`src/pkg/tofc_pkg.sv`:
```
// Constants shared by the thermal offset and overtemp fan policy register bank
package tofc_pkg;

    // Register indices; byte address is four times the index
    localparam logic [7:0] TOFC_IDX_LOCAL_OFS  = 8'h0d;
    localparam logic [7:0] TOFC_IDX_REMOTE_OFS = 8'h0e;
    localparam logic [7:0] TOFC_IDX_POLICY_REV = 8'h3f;
    localparam logic [7:0] TOFC_IDX_LOCAL_RD   = 8'h40;
    localparam logic [7:0] TOFC_IDX_REMOTE_RD  = 8'h41;
    localparam logic [7:0] TOFC_IDX_PIN_STAT   = 8'h42;

    // Field positions
    localparam int TOFC_POS_DIR      = 7;
    localparam int TOFC_POS_FORCE    = 7;
    localparam int TOFC_POS_RSV_HI   = 6;
    localparam int TOFC_POS_RSV_LO   = 4;
    localparam int TOFC_POS_MAG_HI   = 3;
    localparam int TOFC_POS_REV_HI   = 3;

    // Reset values
    localparam logic [7:0] TOFC_RST_LOCAL_OFS  = 8'h00;
    localparam logic [7:0] TOFC_RST_REMOTE_OFS = 8'h00;
    localparam logic [7:0] TOFC_RST_POLICY_REV = 8'h80;

    // Silicon revision nibble; value is arbitrary
    localparam logic [3:0] TOFC_REVISION = 4'h1;

    // Reading formats: signed whole degrees plus fraction bits
    localparam int TOFC_LOCAL_FRAC  = 2;
    localparam int TOFC_REMOTE_FRAC = 3;
    localparam int TOFC_LOCAL_W     = 8 + TOFC_LOCAL_FRAC;
    localparam int TOFC_REMOTE_W    = 8 + TOFC_REMOTE_FRAC;

    // AHB-Lite encodings
    localparam logic [1:0] TOFC_HTRANS_NONSEQ = 2'h2;
    localparam logic [1:0] TOFC_HTRANS_SEQ    = 2'h3;
    localparam logic       TOFC_HRESP_OKAY    = 1'h0;

    // Bus slave states
    typedef enum logic [1:0] {
        TOFC_BUS_IDLE  = 2'h0,
        TOFC_BUS_WRITE = 2'h1,
        TOFC_BUS_READ  = 2'h2
    } tofc_bus_state_type;

endpackage

```
`src/rtl/tofc_pin_sync.sv`:
```
// Three-stage synchroniser with agreement filter for an asynchronous pin
`timescale 1ns/1ps
`default_nettype none

module tofc_pin_sync (
    input  wire logic clk_sys_i,
    input  wire logic rst_n_i,
    input  wire logic ce_i,
    input  wire logic pin_i,
    output logic      level_o
);

    logic meta;
    logic stage2;
    logic stage3;
    logic agree;

    // Level moves only when the second and third stages agree
    assign agree = (stage2 == stage3);

    // First stage is read only by the second stage; idle level is high
    always_ff @(posedge clk_sys_i or negedge rst_n_i) begin
        if (!rst_n_i) begin
            meta    <= 1'h1;
            stage2  <= 1'h1;
            stage3  <= 1'h1;
            level_o <= 1'h1;
        end else if (ce_i) begin
            meta   <= pin_i;
            stage2 <= meta;
            stage3 <= stage2;
            if (agree) begin
                level_o <= stage3;
            end
        end
    end

endmodule

`default_nettype wire

```
`src/rtl/tofc_reading_adjust.sv`:
```
// Applies a signed whole-degree offset to a fixed-point reading, saturating
`timescale 1ns/1ps
`default_nettype none

module tofc_reading_adjust #(
    parameter int W    = 10,
    parameter int FRAC = 2
) (
    input  wire logic [W-1:0] raw_i,
    input  wire logic         dir_i,
    input  wire logic [3:0]   mag_i,
    output logic [W-1:0]      adj_o
);

    logic signed [W+1:0] raw_ext;
    logic signed [W+1:0] ofs_ext;
    logic signed [W+1:0] sum;

    // Clamp to the signed range of the reading instead of wrapping round
    function automatic logic [W-1:0] sat(input logic signed [W+1:0] v);
        logic signed [W+1:0] max_v;
        logic signed [W+1:0] min_v;
        max_v = (W+2)'((1 <<< (W-1)) - 1);
        min_v = -(W+2)'(1 <<< (W-1));
        if (v > max_v) begin
            sat = max_v[W-1:0];
        end else if (v < min_v) begin
            sat = min_v[W-1:0];
        end else begin
            sat = v[W-1:0];
        end
    endfunction

    // Magnitude is in whole degrees, so it sits above the fraction bits
    assign raw_ext = {{2{raw_i[W-1]}}, raw_i};
    assign ofs_ext = (W+2)'({mag_i, {FRAC{1'b0}}});
    assign sum     = dir_i ? (raw_ext - ofs_ext) : (raw_ext + ofs_ext);
    assign adj_o   = sat(sum);

endmodule

`default_nettype wire

```
`src/rtl/tofc_reg_bank.sv`:
```
// Offset and overtemp fan policy register bank with AHB-Lite slave
`timescale 1ns/1ps
`default_nettype none

// Summary of operation
// - Force bit and own overtemp drive: full fan
// - Force bit clear: no full fan on overtemp
// - External low on overtemp pin: bit ignored
// - Policy register at 0x3f, resets to 0x80
// - Policy bits six to four read zero
// - Low nibble is revision, writes ignored
// - Local direction bit: 0 adds, 1 subtracts
// - Local four-bit offset, up to 15 degrees
// - Remote direction bit: 0 adds, 1 subtracts
// - Remote four-bit offset, up to 15 degrees
// - Offset bits six to four writable reserved
// - Local offset at 0x0d, resets to zero
// - Remote offset at 0x0e, resets to zero
module tofc_reg_bank
    import tofc_pkg::*;
(
    input  wire logic                     clk_sys_i,
    input  wire logic                     rst_n_i,
    input  wire logic                     ce_i,
    // AHB-Lite slave
    input  wire logic                     hsel_i,
    input  wire logic [31:0]              haddr_i,
    input  wire logic [1:0]               htrans_i,
    input  wire logic                     hwrite_i,
    input  wire logic [2:0]               hsize_i,
    input  wire logic [31:0]              hwdata_i,
    input  wire logic                     hready_i,
    output logic [31:0]                   hrdata_o,
    output logic                          hreadyout_o,
    output logic                          hresp_o,
    // Raw readings from the converter
    input  wire logic [TOFC_LOCAL_W-1:0]  local_raw_i,
    input  wire logic                     local_raw_valid_i,
    input  wire logic [TOFC_REMOTE_W-1:0] remote_raw_i,
    input  wire logic                     remote_raw_valid_i,
    // Corrected readings to the fan loop and alarm comparators
    output logic [TOFC_LOCAL_W-1:0]       local_corr_o,
    output logic [TOFC_REMOTE_W-1:0]      remote_corr_o,
    // Overtemp request from the device's own comparators
    input  wire logic                     overtemp_req_i,
    // Open-drain overtemp pin
    input  wire logic                     overtemp_pin_i,
    output logic                          overtemp_pin_o,
    output logic                          overtemp_pin_oe_o,
    // Fan control
    output logic                          fan_full_speed_o
);

    // Register storage: only the writable bits are kept
    logic                      local_dir;
    logic [2:0]                local_rsv;
    logic [3:0]                local_mag;
    logic                      remote_dir;
    logic [2:0]                remote_rsv;
    logic [3:0]                remote_mag;
    logic                      fan_force;

    // Bus pipeline
    tofc_bus_state_type        bus_state;
    logic [7:0]                bus_idx;
    logic                      bus_lane0;

    // Pin state
    logic                      pin_level;
    logic                      ext_low;
    logic [3:0]                oe_trail;

    // Next values of the stored bits
    logic                      next_local_dir;
    logic [2:0]                next_local_rsv;
    logic [3:0]                next_local_mag;
    logic                      next_remote_dir;
    logic [2:0]                next_remote_rsv;
    logic [3:0]                next_remote_mag;
    logic                      next_fan_force;
    logic                      next_fan_full;

    // Decode wires
    wire logic                 addr_valid;
    wire logic                 addr_take;
    wire logic [7:0]           addr_idx;
    wire logic                 addr_lane0;
    wire logic                 wr_commit;
    wire logic                 wr_local;
    wire logic                 wr_remote;
    wire logic                 wr_policy;
    wire logic [7:0]           wr_byte;
    wire logic [7:0]           rd_byte;
    wire logic [31:0]          next_rdata;

    // Corrected values from the adjusters
    wire logic [TOFC_LOCAL_W-1:0]  local_adj;
    wire logic [TOFC_REMOTE_W-1:0] remote_adj;

    // Byte view of an offset register for read-back
    function automatic logic [7:0] ofs_byte(
        input logic       dir,
        input logic [2:0] rsv,
        input logic [3:0] mag
    );
        ofs_byte = {dir, rsv, mag};
    endfunction

    // Index from a byte address; the low two bits are dropped, so every byte of a word maps to its register
    function automatic logic [7:0] idx_of(input logic [31:0] addr);
        idx_of = addr[9:2];
    endfunction

    // ---------------------------------------------------------------
    // Address phase decode
    // ---------------------------------------------------------------

    // A transfer is taken when selected, active, the bus is ready and ce_i is high
    assign addr_valid = hsel_i
                        && ((htrans_i == TOFC_HTRANS_NONSEQ)
                            || (htrans_i == TOFC_HTRANS_SEQ));
    assign addr_take  = addr_valid && hready_i && ce_i;
    assign addr_idx   = (haddr_i[31:10] == 22'h000000)
                        ? idx_of(haddr_i) : 8'hff;
    // Narrow writes touch the register only if they cover byte lane 0
    assign addr_lane0 = (haddr_i[1:0] == 2'h0)
                        || (hsize_i == 3'h2 && haddr_i[1:0] == 2'h0);

    // ---------------------------------------------------------------
    // Data phase write decode
    // ---------------------------------------------------------------

    // Writes land at the end of the data phase, when hwdata stands
    assign wr_commit = (bus_state == TOFC_BUS_WRITE) && bus_lane0 && ce_i;
    assign wr_local  = wr_commit && (bus_idx == TOFC_IDX_LOCAL_OFS);
    assign wr_remote = wr_commit && (bus_idx == TOFC_IDX_REMOTE_OFS);
    assign wr_policy = wr_commit && (bus_idx == TOFC_IDX_POLICY_REV);
    assign wr_byte   = hwdata_i[7:0];

    // ---------------------------------------------------------------
    // Next register values
    // ---------------------------------------------------------------

    // Offset registers: direction, reserved and magnitude all writable
    always_comb begin
        next_local_dir  = local_dir;
        next_local_rsv  = local_rsv;
        next_local_mag  = local_mag;
        next_remote_dir = remote_dir;
        next_remote_rsv = remote_rsv;
        next_remote_mag = remote_mag;
        if (wr_local) begin
            next_local_dir = wr_byte[TOFC_POS_DIR];
            next_local_rsv = wr_byte[TOFC_POS_RSV_HI:TOFC_POS_RSV_LO];
            next_local_mag = wr_byte[TOFC_POS_MAG_HI:0];
        end
        if (wr_remote) begin
            next_remote_dir = wr_byte[TOFC_POS_DIR];
            next_remote_rsv = wr_byte[TOFC_POS_RSV_HI:TOFC_POS_RSV_LO];
            next_remote_mag = wr_byte[TOFC_POS_MAG_HI:0];
        end
    end

    // Policy register keeps only the force bit; the rest is fixed
    always_comb begin
        next_fan_force = fan_force;
        if (wr_policy) begin
            next_fan_force = wr_byte[TOFC_POS_FORCE];
        end
    end

    // ---------------------------------------------------------------
    // Read mux
    // ---------------------------------------------------------------

    // Read uses next values so a read right after a write sees it
    assign rd_byte =
        (addr_idx == TOFC_IDX_LOCAL_OFS)
            ? ofs_byte(next_local_dir, next_local_rsv, next_local_mag) :
        (addr_idx == TOFC_IDX_REMOTE_OFS)
            ? ofs_byte(next_remote_dir, next_remote_rsv, next_remote_mag) :
        (addr_idx == TOFC_IDX_POLICY_REV)
            ? {next_fan_force, 3'h0, TOFC_REVISION} :
        (addr_idx == TOFC_IDX_PIN_STAT)
            ? {5'h00, ext_low, overtemp_pin_oe_o, pin_level} :
        8'h00;

    // Wider corrected readings are read whole, sign-extended
    assign next_rdata =
        (addr_idx == TOFC_IDX_LOCAL_RD)
            ? {{(32-TOFC_LOCAL_W){local_corr_o[TOFC_LOCAL_W-1]}},
               local_corr_o} :
        (addr_idx == TOFC_IDX_REMOTE_RD)
            ? {{(32-TOFC_REMOTE_W){remote_corr_o[TOFC_REMOTE_W-1]}},
               remote_corr_o} :
        {24'h000000, rd_byte};

    // ---------------------------------------------------------------
    // Bus slave state
    // ---------------------------------------------------------------

    // Zero wait states: hreadyout rises after reset and stays high
    always_ff @(posedge clk_sys_i or negedge rst_n_i) begin
        if (!rst_n_i) begin
            bus_state   <= TOFC_BUS_IDLE;
            bus_idx     <= 8'h00;
            bus_lane0   <= 1'h0;
            hreadyout_o <= 1'h0;
            hresp_o     <= TOFC_HRESP_OKAY;
        end else if (ce_i) begin
            hreadyout_o <= 1'h1;
            hresp_o     <= TOFC_HRESP_OKAY;
            if (hready_i) begin
                if (addr_take) begin
                    bus_state <= hwrite_i ? TOFC_BUS_WRITE : TOFC_BUS_READ;
                    bus_idx   <= addr_idx;
                    bus_lane0 <= addr_lane0;
                end else begin
                    bus_state <= TOFC_BUS_IDLE;
                end
            end
        end
    end

    // Read data is latched at the address edge and stands through the data phase
    always_ff @(posedge clk_sys_i or negedge rst_n_i) begin
        if (!rst_n_i) begin
            hrdata_o <= 32'h00000000;
        end else if (addr_take && !hwrite_i) begin
            hrdata_o <= next_rdata;
        end
    end

    // ---------------------------------------------------------------
    // Register storage
    // ---------------------------------------------------------------

    // Offset registers power up clear, so no correction applies
    always_ff @(posedge clk_sys_i or negedge rst_n_i) begin
        if (!rst_n_i) begin
            local_dir  <= TOFC_RST_LOCAL_OFS[TOFC_POS_DIR];
            local_rsv  <= TOFC_RST_LOCAL_OFS[TOFC_POS_RSV_HI:TOFC_POS_RSV_LO];
            local_mag  <= TOFC_RST_LOCAL_OFS[TOFC_POS_MAG_HI:0];
            remote_dir <= TOFC_RST_REMOTE_OFS[TOFC_POS_DIR];
            remote_rsv <= TOFC_RST_REMOTE_OFS[TOFC_POS_RSV_HI:TOFC_POS_RSV_LO];
            remote_mag <= TOFC_RST_REMOTE_OFS[TOFC_POS_MAG_HI:0];
        end else if (ce_i) begin
            local_dir  <= next_local_dir;
            local_rsv  <= next_local_rsv;
            local_mag  <= next_local_mag;
            remote_dir <= next_remote_dir;
            remote_rsv <= next_remote_rsv;
            remote_mag <= next_remote_mag;
        end
    end

    // Force bit powers up set: performance mode by default
    always_ff @(posedge clk_sys_i or negedge rst_n_i) begin
        if (!rst_n_i) begin
            fan_force <= TOFC_RST_POLICY_REV[TOFC_POS_FORCE];
        end else if (ce_i) begin
            fan_force <= next_fan_force;
        end
    end

    // ---------------------------------------------------------------
    // Reading correction
    // ---------------------------------------------------------------

    // One adjuster per channel; both share the same saturating arithmetic
    tofc_reading_adjust #(
        .W    (TOFC_LOCAL_W),
        .FRAC (TOFC_LOCAL_FRAC)
    ) u_local_adj (
        .raw_i (local_raw_i),
        .dir_i (local_dir),
        .mag_i (local_mag),
        .adj_o (local_adj)
    );

    tofc_reading_adjust #(
        .W    (TOFC_REMOTE_W),
        .FRAC (TOFC_REMOTE_FRAC)
    ) u_remote_adj (
        .raw_i (remote_raw_i),
        .dir_i (remote_dir),
        .mag_i (remote_mag),
        .adj_o (remote_adj)
    );

    // Corrected values refresh on each new sample; an offset change waits
    // for the next sample so the fan loop never sees a half-old value
    always_ff @(posedge clk_sys_i or negedge rst_n_i) begin
        if (!rst_n_i) begin
            local_corr_o  <= '0;
            remote_corr_o <= '0;
        end else if (ce_i) begin
            if (local_raw_valid_i) begin
                local_corr_o <= local_adj;
            end
            if (remote_raw_valid_i) begin
                remote_corr_o <= remote_adj;
            end
        end
    end

    // ---------------------------------------------------------------
    // Overtemp pin and fan policy
    // ---------------------------------------------------------------

    // Pin comes from outside the clock domain
    tofc_pin_sync u_pin_sync (
        .clk_sys_i (clk_sys_i),
        .rst_n_i   (rst_n_i),
        .ce_i      (ce_i),
        .pin_i     (overtemp_pin_i),
        .level_o   (pin_level)
    );

    // Full speed only for our own drive; an external low is not ours
    always_comb begin
        next_fan_full = 1'h0;
        if (fan_force && overtemp_req_i) begin
            next_fan_full = 1'h1;
        end
        if (!fan_force) begin
            next_fan_full = 1'h0;
        end
    end

    // Open-drain drive: output level is always low, enable when asserted
    always_ff @(posedge clk_sys_i or negedge rst_n_i) begin
        if (!rst_n_i) begin
            overtemp_pin_o    <= 1'h0;
            overtemp_pin_oe_o <= 1'h0;
            fan_full_speed_o  <= 1'h0;
            ext_low           <= 1'h0;
            oe_trail          <= 4'h0;
        end else if (ce_i) begin
            overtemp_pin_o    <= 1'h0;
            overtemp_pin_oe_o <= overtemp_req_i;
            fan_full_speed_o  <= next_fan_full;
            // Own drive echoes through the synchroniser for four edges after release
            oe_trail          <= {oe_trail[2:0], overtemp_pin_oe_o};
            // Pin low while we are not driving it is an outside pull
            ext_low           <= !pin_level && !overtemp_pin_oe_o && (oe_trail == 4'h0);
        end
    end

endmodule

`default_nettype wire

```
`config.mk`:
```
export PLATFORM = sky130hd
export DESIGN_NAME = tofc_reg_bank
export DESIGN_NICKNAME = d
export VERILOG_FILES = /design/src/pkg/tofc_pkg.sv /design/src/rtl/tofc_pin_sync.sv /design/src/rtl/tofc_reading_adjust.sv /design/src/rtl/tofc_reg_bank.sv
export SDC_FILE = /design/constraint.sdc
export NUM_CORES = 1
export LEC_CHECK = 0
export ABC_AREA = 1
export BUFFER_PORTS_ARGS = -buffer_cell sky130_fd_sc_hd__clkbuf_2
export CORE_ASPECT_RATIO = 0.8
export CORE_MARGIN = 5
export CORE_UTILIZATION = 35
export DETAILED_ROUTE_END_ITERATION = 12
export SKIP_LAST_GASP = 1
export SYNTH_ARGS = -nofsm -noshare
export SYNTH_HDL_FRONTEND = slang
export SYNTH_SLANG_ARGS = --single-unit
```
`constraint.sdc`:
```
create_clock -name clk_sys_i -period 2.4 [get_ports clk_sys_i]
set_input_delay 0.48 -clock clk_sys_i [delete_from_list [all_inputs] [get_ports clk_sys_i]]
set_output_delay 0.48 -clock clk_sys_i [all_outputs]
set_load 0.01 [all_outputs]
```
==> results.toml, run 1 <==
[run_status]
status = "finished, violations left"
violations = "negative setup slack"

[floorplanning]
dieArea_um2 = 15300
initial_core_util = 0.354
io_pins = 158
fp-row-count = 37
die_w_um = 137
die_y_um = 112
coreArea_um2 = 12800

[clock_tree]
cts_tree = "yes"
htree_levels = 3
clock_path_buffers = 2
cts_buffers = 9
cts.sinks = 72
holdBufCountCts = 0
clkTransAtPathRegs_ns = 0.06
worstSkewPairLatency_ns = 0.34
cts_root_buf = "clkbuf_16"

[global_route]
grt_pass1_wl_um = 20700
antenna_found_initial = 0
overflow = 0
grtUsageTotal = 0.167
grt_max_degree = 73
grt_pass1_vias = 4362

[synth]
syn_inst = 608
async_flop_share = 1.00
synth_warnings = 0
synth-edff-count = 0
yosys-top-cells-area = "dfrtp_1 37%, nand2_1 15%, o21ai_0 5.7%"
synth_cell_type_count = 40
synth_area_per_cell_um2 = 7.45
netlist_area_um2 = 4530
synth-seq-cells = 72
yosys.area.top_type = "dfrtp_1"
ys.flop_type = "dfrtp_1"
yosysTopAreaCellShare = 0.370
yosysSeqAreaShare = 0.399

[critical_path]
cp.arrival_ns = 2.91
path_cells = "inv_1, ha_2, inv_2, or2_4, o21ai_4, ha_4, buf_6, a211oi_2, nand2_1, xor2_2, buf_4, nor2_4, nor2_4, a21oi_1"
critPathTopFamily = "simple AND/OR/NAND/NOR gates"
cp.required_ns = 2.62
cp_slowest_stage_delay_ns = 0.41
cp_slowest_cell = "dfrtp_1"
cp-end-kind = "flip-flop"
worstPathMaxFanout = 5
crit_top_cell = "nor2_4"
worstPathBufferInverterCount = 4
crit_type = "flip-flop to flip-flop"
cp-start-kind = "flip-flop"

[drt]
drt_iter0_drc = 201
drt_wl_total_um = 12900
dr.pass1.iters = 4
vias = 4456
drc = 0
avgRoutedWirePerCell_um = 13.7
antenna_left = 0
drt-vias-per-instance = 4.72

[layout]
n_fill_cell = 1313
n_antenna_cell = 0
drive_above_1_share = 0.384
multiInputGateArea_um2 = 2620
area_growth_pct = 39.1
layout_common_cells = "170 x nand2_1, 126 x clkbuf_2, 67 x dfrtp_1, 62 x inv_1, 45 x buf_4"
final_common_cell = "nand2_1"
final_nets = 888
regArea_um2 = 1810

[sta]
setup_viol = 21
hold_viol = 0
worst_pin_slew_ns = 0.554
post-route-min-period_ns = 2.70
max_freq_mhz = 370
max_slew_margin = 0.630
setup_tns_ns = -3.61
grt_setup_unrepaired = "true"
drv_slew = 0
fin_crit_sh = 1.12
setup_ws_ns = -0.299
finalClockSkew_ns = 0.00813

[power]
powerDensity_nw_per_um2 = 559
p_total_uw = 3520
irDropWorstVdd_v = 0.000314
p_leak_uw = 0.00319

[run]
max-cap-violations = 0

[placement]
dp_hpwl_um = 10100
io_buffers = 127
gp_congestion = 0.850

[hold_path]
hold_path.class = "primary input to asynchronous set/reset pin"
[layout make-up]
type	instances	share of cell area
multi-input combinational	434	0.415
sequential	72	0.287
timing repair buffer	180	0.170
inverter	69	0.0415
clock buffer	10	0.0380
tap	175	0.0348
clock inverter	5	0.0129
[metrics by stage]
step / std cells / instance area (um2) / setup WS, ns / hold WS [ns] / utilization
3_5_place_dp: 916 / 5490 / -0.326 / 0.463 / 0.430
3_3_place_gp: 916 / 5490 / -0.264 / 0.458 / 0.430
4_1_cts: 937 / 6060 / -0.172 / 0.182 / 0.474
6_report: 945 / 6300 / -0.299 / 0.164 / 0.493
5_1_grt: 945 / 6300 / -0.442 / 0.190 / 0.493
2_1_floorplan: 609 / 4560 / 0.0110 / 0.184 / -
[worst register-to-register path, delay by kind of cell, from the launching register on]
| family | cells | cell delay [ns] |
|---|---|---|
| XOR/XNOR | 1 | 0.24 |
| adder cells (fa/ha/maj) | 2 | 0.43 |
| AND/OR/NAND/NOR | 4 | 0.61 |
| buffers and inverters | 4 | 0.41 |
| flip-flops | 1 | 0.41 |
| AO/OA/AOI/OAI | 3 | 0.50 |
[sequential cells by signal, summed over array words and instances (netlist names), 2 cells and up]
signal         count
bus_idx            8
bus_state          2
hrdata_o          11
local_corr_o      10
local_mag          4
local_rsv          3
oe_trail           4
remote_corr_o     11
remote_mag         4
remote_rsv         3
[Yosys cell counts, drive strengths merged (6+ instances only)]
| library cell | n |
|---|---|
| ha | 20 |
| nor2 | 55 |
| o21ai | 55 |
| a21oi | 31 |
| dfrtp | 67 |
| buf | 28 |
| nand4 | 11 |
| or2 | 16 |
| nor3 | 8 |
| nand3 | 29 |
| clkbuf | 6 |
| nand2 | 180 |
| inv | 68 |
[worst paths after layout]
path,start,end,slack [ns],depth (start not counted)
worst max-delay path,remote_mag[1],remote_corr_o[7],-0.30,14
min in group clk_sys_i,haddr_i[1],bus_lane0,0.32,2
worst min register to register,hreadyout_o,hreadyout_o,0.47,1
max in group asynchronous,rst_n_i,u_pin_sync.meta,1.89,2
worst max register to register,remote_mag[1],remote_corr_o[7],-0.30,14
worst min-delay path,rst_n_i,remote_corr_o[7],0.16,2
[per-layer routing]
layer,up-vias,GRT usage,share of wire
li1,2263,-,-
met1,2037,0.240,0.47
met2,144,0.259,0.45
met3,12,0.0352,0.074
met4,0,0.0379,0.010
met5,-,0,0
[timing repair]
action,in CTS,in global routing
pin swaps,27,30
setup buffers,6,9
endpoints found under the setup margin,20,21
resized for setup,53,40
[power by group]
part	internal (uW)	switching, uW
Clock	932	508
Sequential	1330	98.0
Combinational	290	366
Total	2550	971
[logic make-up (layout without fill, tap and decap cells)]
| group | after synthesis | in the layout | share of synthesized area |
|---|---|---|---|
| and+or+nand+nor | 300 | 300 | 0.291 |
| AOI/OAI and AO/OA | 103 | 103 | 0.124 |
| buffers and inverters | 103 | 264 | 0.107 |
| DFF | 72 | 72 | 0.399 |
| adders and majority gates | 22 | 22 | 0.0641 |
| xor gates and xnor gates | 7 | 7 | 0.0135 |
| other | 1 | 2 | 0.000828 |
Note: power is estimated with default switching activity, not from simulation.
==> inputs of run 2 (changes only) <==
CORE_UTILIZATION = 46   (was 35)
PLACE_DENSITY = 0.77   (was not set)
==> run 2 against run 1 <==
  * Wire length shrank 2.8%
  * Via count grew 1.8%
  * Critical path type unchanged
  * Highest routed layer unchanged
  * Combinational power shrank 2%
  * Core utilization grew 15 points
  * Final cell count shrank 6.7%
  * Worst setup slack gained 0.16 ns
  * Cell area shrank 2.3%
  * The flow still finishes with violations (negative setup slack)
  * Flip-flop and latch count is the same
  * Die area shrank 22%
  * Critical path depth grew 1
  * Largest cell class unchanged
  * Power shrank 2.4%
==> results.toml, run 2 (synthesis results as in run 1) <==
[placement]
dpl-instance-area_um2 = 5410
io_buffers = 127
dp_hpwl_um = 9540
dp_slack_ns = -0.258
gp_congestion = 0.920

[sta]
hold_viol = 0
worst_pin_slew_ns = 0.520
drv_slew = 0
setup_tns_ns = -1.29
setup_viol = 19
hold_slack_ns = 0.161
finalClockSkew_ns = 0.00539
max_freq_mhz = 394
grt_setup_unrepaired = "true"
post-route-min-period_ns = 2.54
fin_crit_sh = 1.06
setup_ws_ns = -0.138
max_slew_margin = 0.653

[clock_tree]
cts_tree = "yes"
cts.sinks = 72
cts_buffers = 9
clkTransAtPathRegs_ns = 0.06
cts_root_buf = "clkbuf_16"
clock_path_buffers = 2
worstSkewPairLatency_ns = 0.34
htree_levels = 3

[critical_path]
cp-start-kind = "flip-flop"
crit_type = "flip-flop to flip-flop"
worstPathMaxFanout = 5
cp-end-kind = "flip-flop"
cp.required_ns = 2.66
cp.arrival_ns = 2.80
worst-r2r-cell-count = 15

[power]
irDropWorstVdd_v = 0.000360
seq_power_share = 0.416
p_total_uw = 3440
powerDensity_nw_per_um2 = 559
power_frac_comb = 0.187
p_leak_uw = 0.00312
clkPwrFrac = 0.397
internal_power_uw = 2470
sw_frac_of_total = 0.281
switchingPower_uw = 967

[global_route]
antenna_found_initial = 0
grt_pass1_vias = 4349
grt_pass1_wl_um = 20100
grtUsageTotal = 0.208
overflow = 0
grt_max_degree = 73

[run_status]
violations = "negative setup slack"
status = "finished, violations left"

[floorplanning]
die_y_um = 98.7
coreArea_um2 = 9610
initial_core_util = 0.471
io_pins = 158
dieArea_um2 = 11900
fp-row-count = 32
die_w_um = 121

[layout]
reg_top3 = "hrdata_o: 11 flops, remote_corr_o: 11 flops, local_corr_o: 10 flops"
area_growth_pct = 35.9
n_antenna_cell = 0
fin_area_um2 = 6150
drive_above_1_share = 0.383
final_nets = 880
final_common_cell = "nand2_1"
layout_common_cells = "170 x nand2_1, 126 x clkbuf_2, 64 x dfrtp_1, 57 x inv_1, 42 x nor2_1"

[drt]
dr.pass1.iters = 5
drt_iter0_drc = 390
vias = 4536
drc = 0
avgRoutedWirePerCell_um = 14.2
drt-vias-per-instance = 5.14
drt_wl_total_um = 12600
antenna_left = 0

[hold_path]
hold_path.class = "primary input to asynchronous set/reset pin"

[run]
max-cap-violations = 0
run 2: cell types whose count changed in the layout (fill, tap and decap cells not counted), moves of 4 or more:
cell | previous run | this run
nand3_2 | 5 | 1
inv_1 | 62 | 57
o21ai_2 | 10 | 6
buf_4 | 45 | 38
inv_2 | 5 | 10
nand3_1 | 23 | 27
run 2: cell type report:
type	instances	area, um2
timing repair buffer	172	1010
multi-input combinational	434	2610
sequential	72	1810
clock buffer	12	256
clock inverter	4	52.6
fill	814	3460
inverter	69	262
tap	119	149
run 2: critical path, stage by stage (launching register included):
cell and delay (ns):
dfrtp_1 0.41, inv_1 0.07, ha_2 0.16, inv_2 0.04, or2_4 0.24, o21ai_4 0.21, ha_4 0.26, nand2_4 0.08
a21oi_2 0.04, a211oi_2 0.16, nand2_2 0.09, xor2_2 0.16, buf_6 0.13, nor2_4 0.14, nor2_4 0.09, a21oi_2 0.17
run 2: metrics by stage:
step	util	cells
finish	0.640	882
global route	0.640	882
CTS	0.625	881
detailed placement	0.563	859
global placement	0.563	859
floorplan	-	609
run 2: power by group through the flow:
stage,clock (uW),combinational (uW),sequential [uW]
final,1370,643,1430
after global routing,1430,720,1440
after CTS,1380,608,1430
after detailed placement,0,543,1450
after global placement,0,526,1440
after floorplan,0,261,1440
run 2: what timing repair did:
item	CTS	global route
hold buffers	0	0
gates resized for setup	62	33
pin swaps	40	20
buffers inserted	6	1
endpoints found under the setup margin	20	21
run 2: worst paths after layout:
path,endpoint,start,slack [ns]
worst max register to register,remote_corr_o[6],remote_mag[1],-0.14
max in group asynchronous,u_pin_sync.level_o,rst_n_i,1.89
min in group clk_sys_i,bus_lane0,haddr_i[1],0.32
worst min-delay path,remote_corr_o[9],rst_n_i,0.16
worst min register to register,bus_idx[7],bus_idx[7],0.49
worst max-delay path,remote_corr_o[6],remote_mag[1],-0.14
run 2: routing by layer:
layer,up-vias,part of all wire,track usage,routed length [um]
met5,-,0,0,0
met4,0,0.016,0.0566,199
met3,20,0.087,0.0442,1090
met2,190,0.46,0.335,5790
met1,2090,0.44,0.286,5480
li1,2236,-,-,-
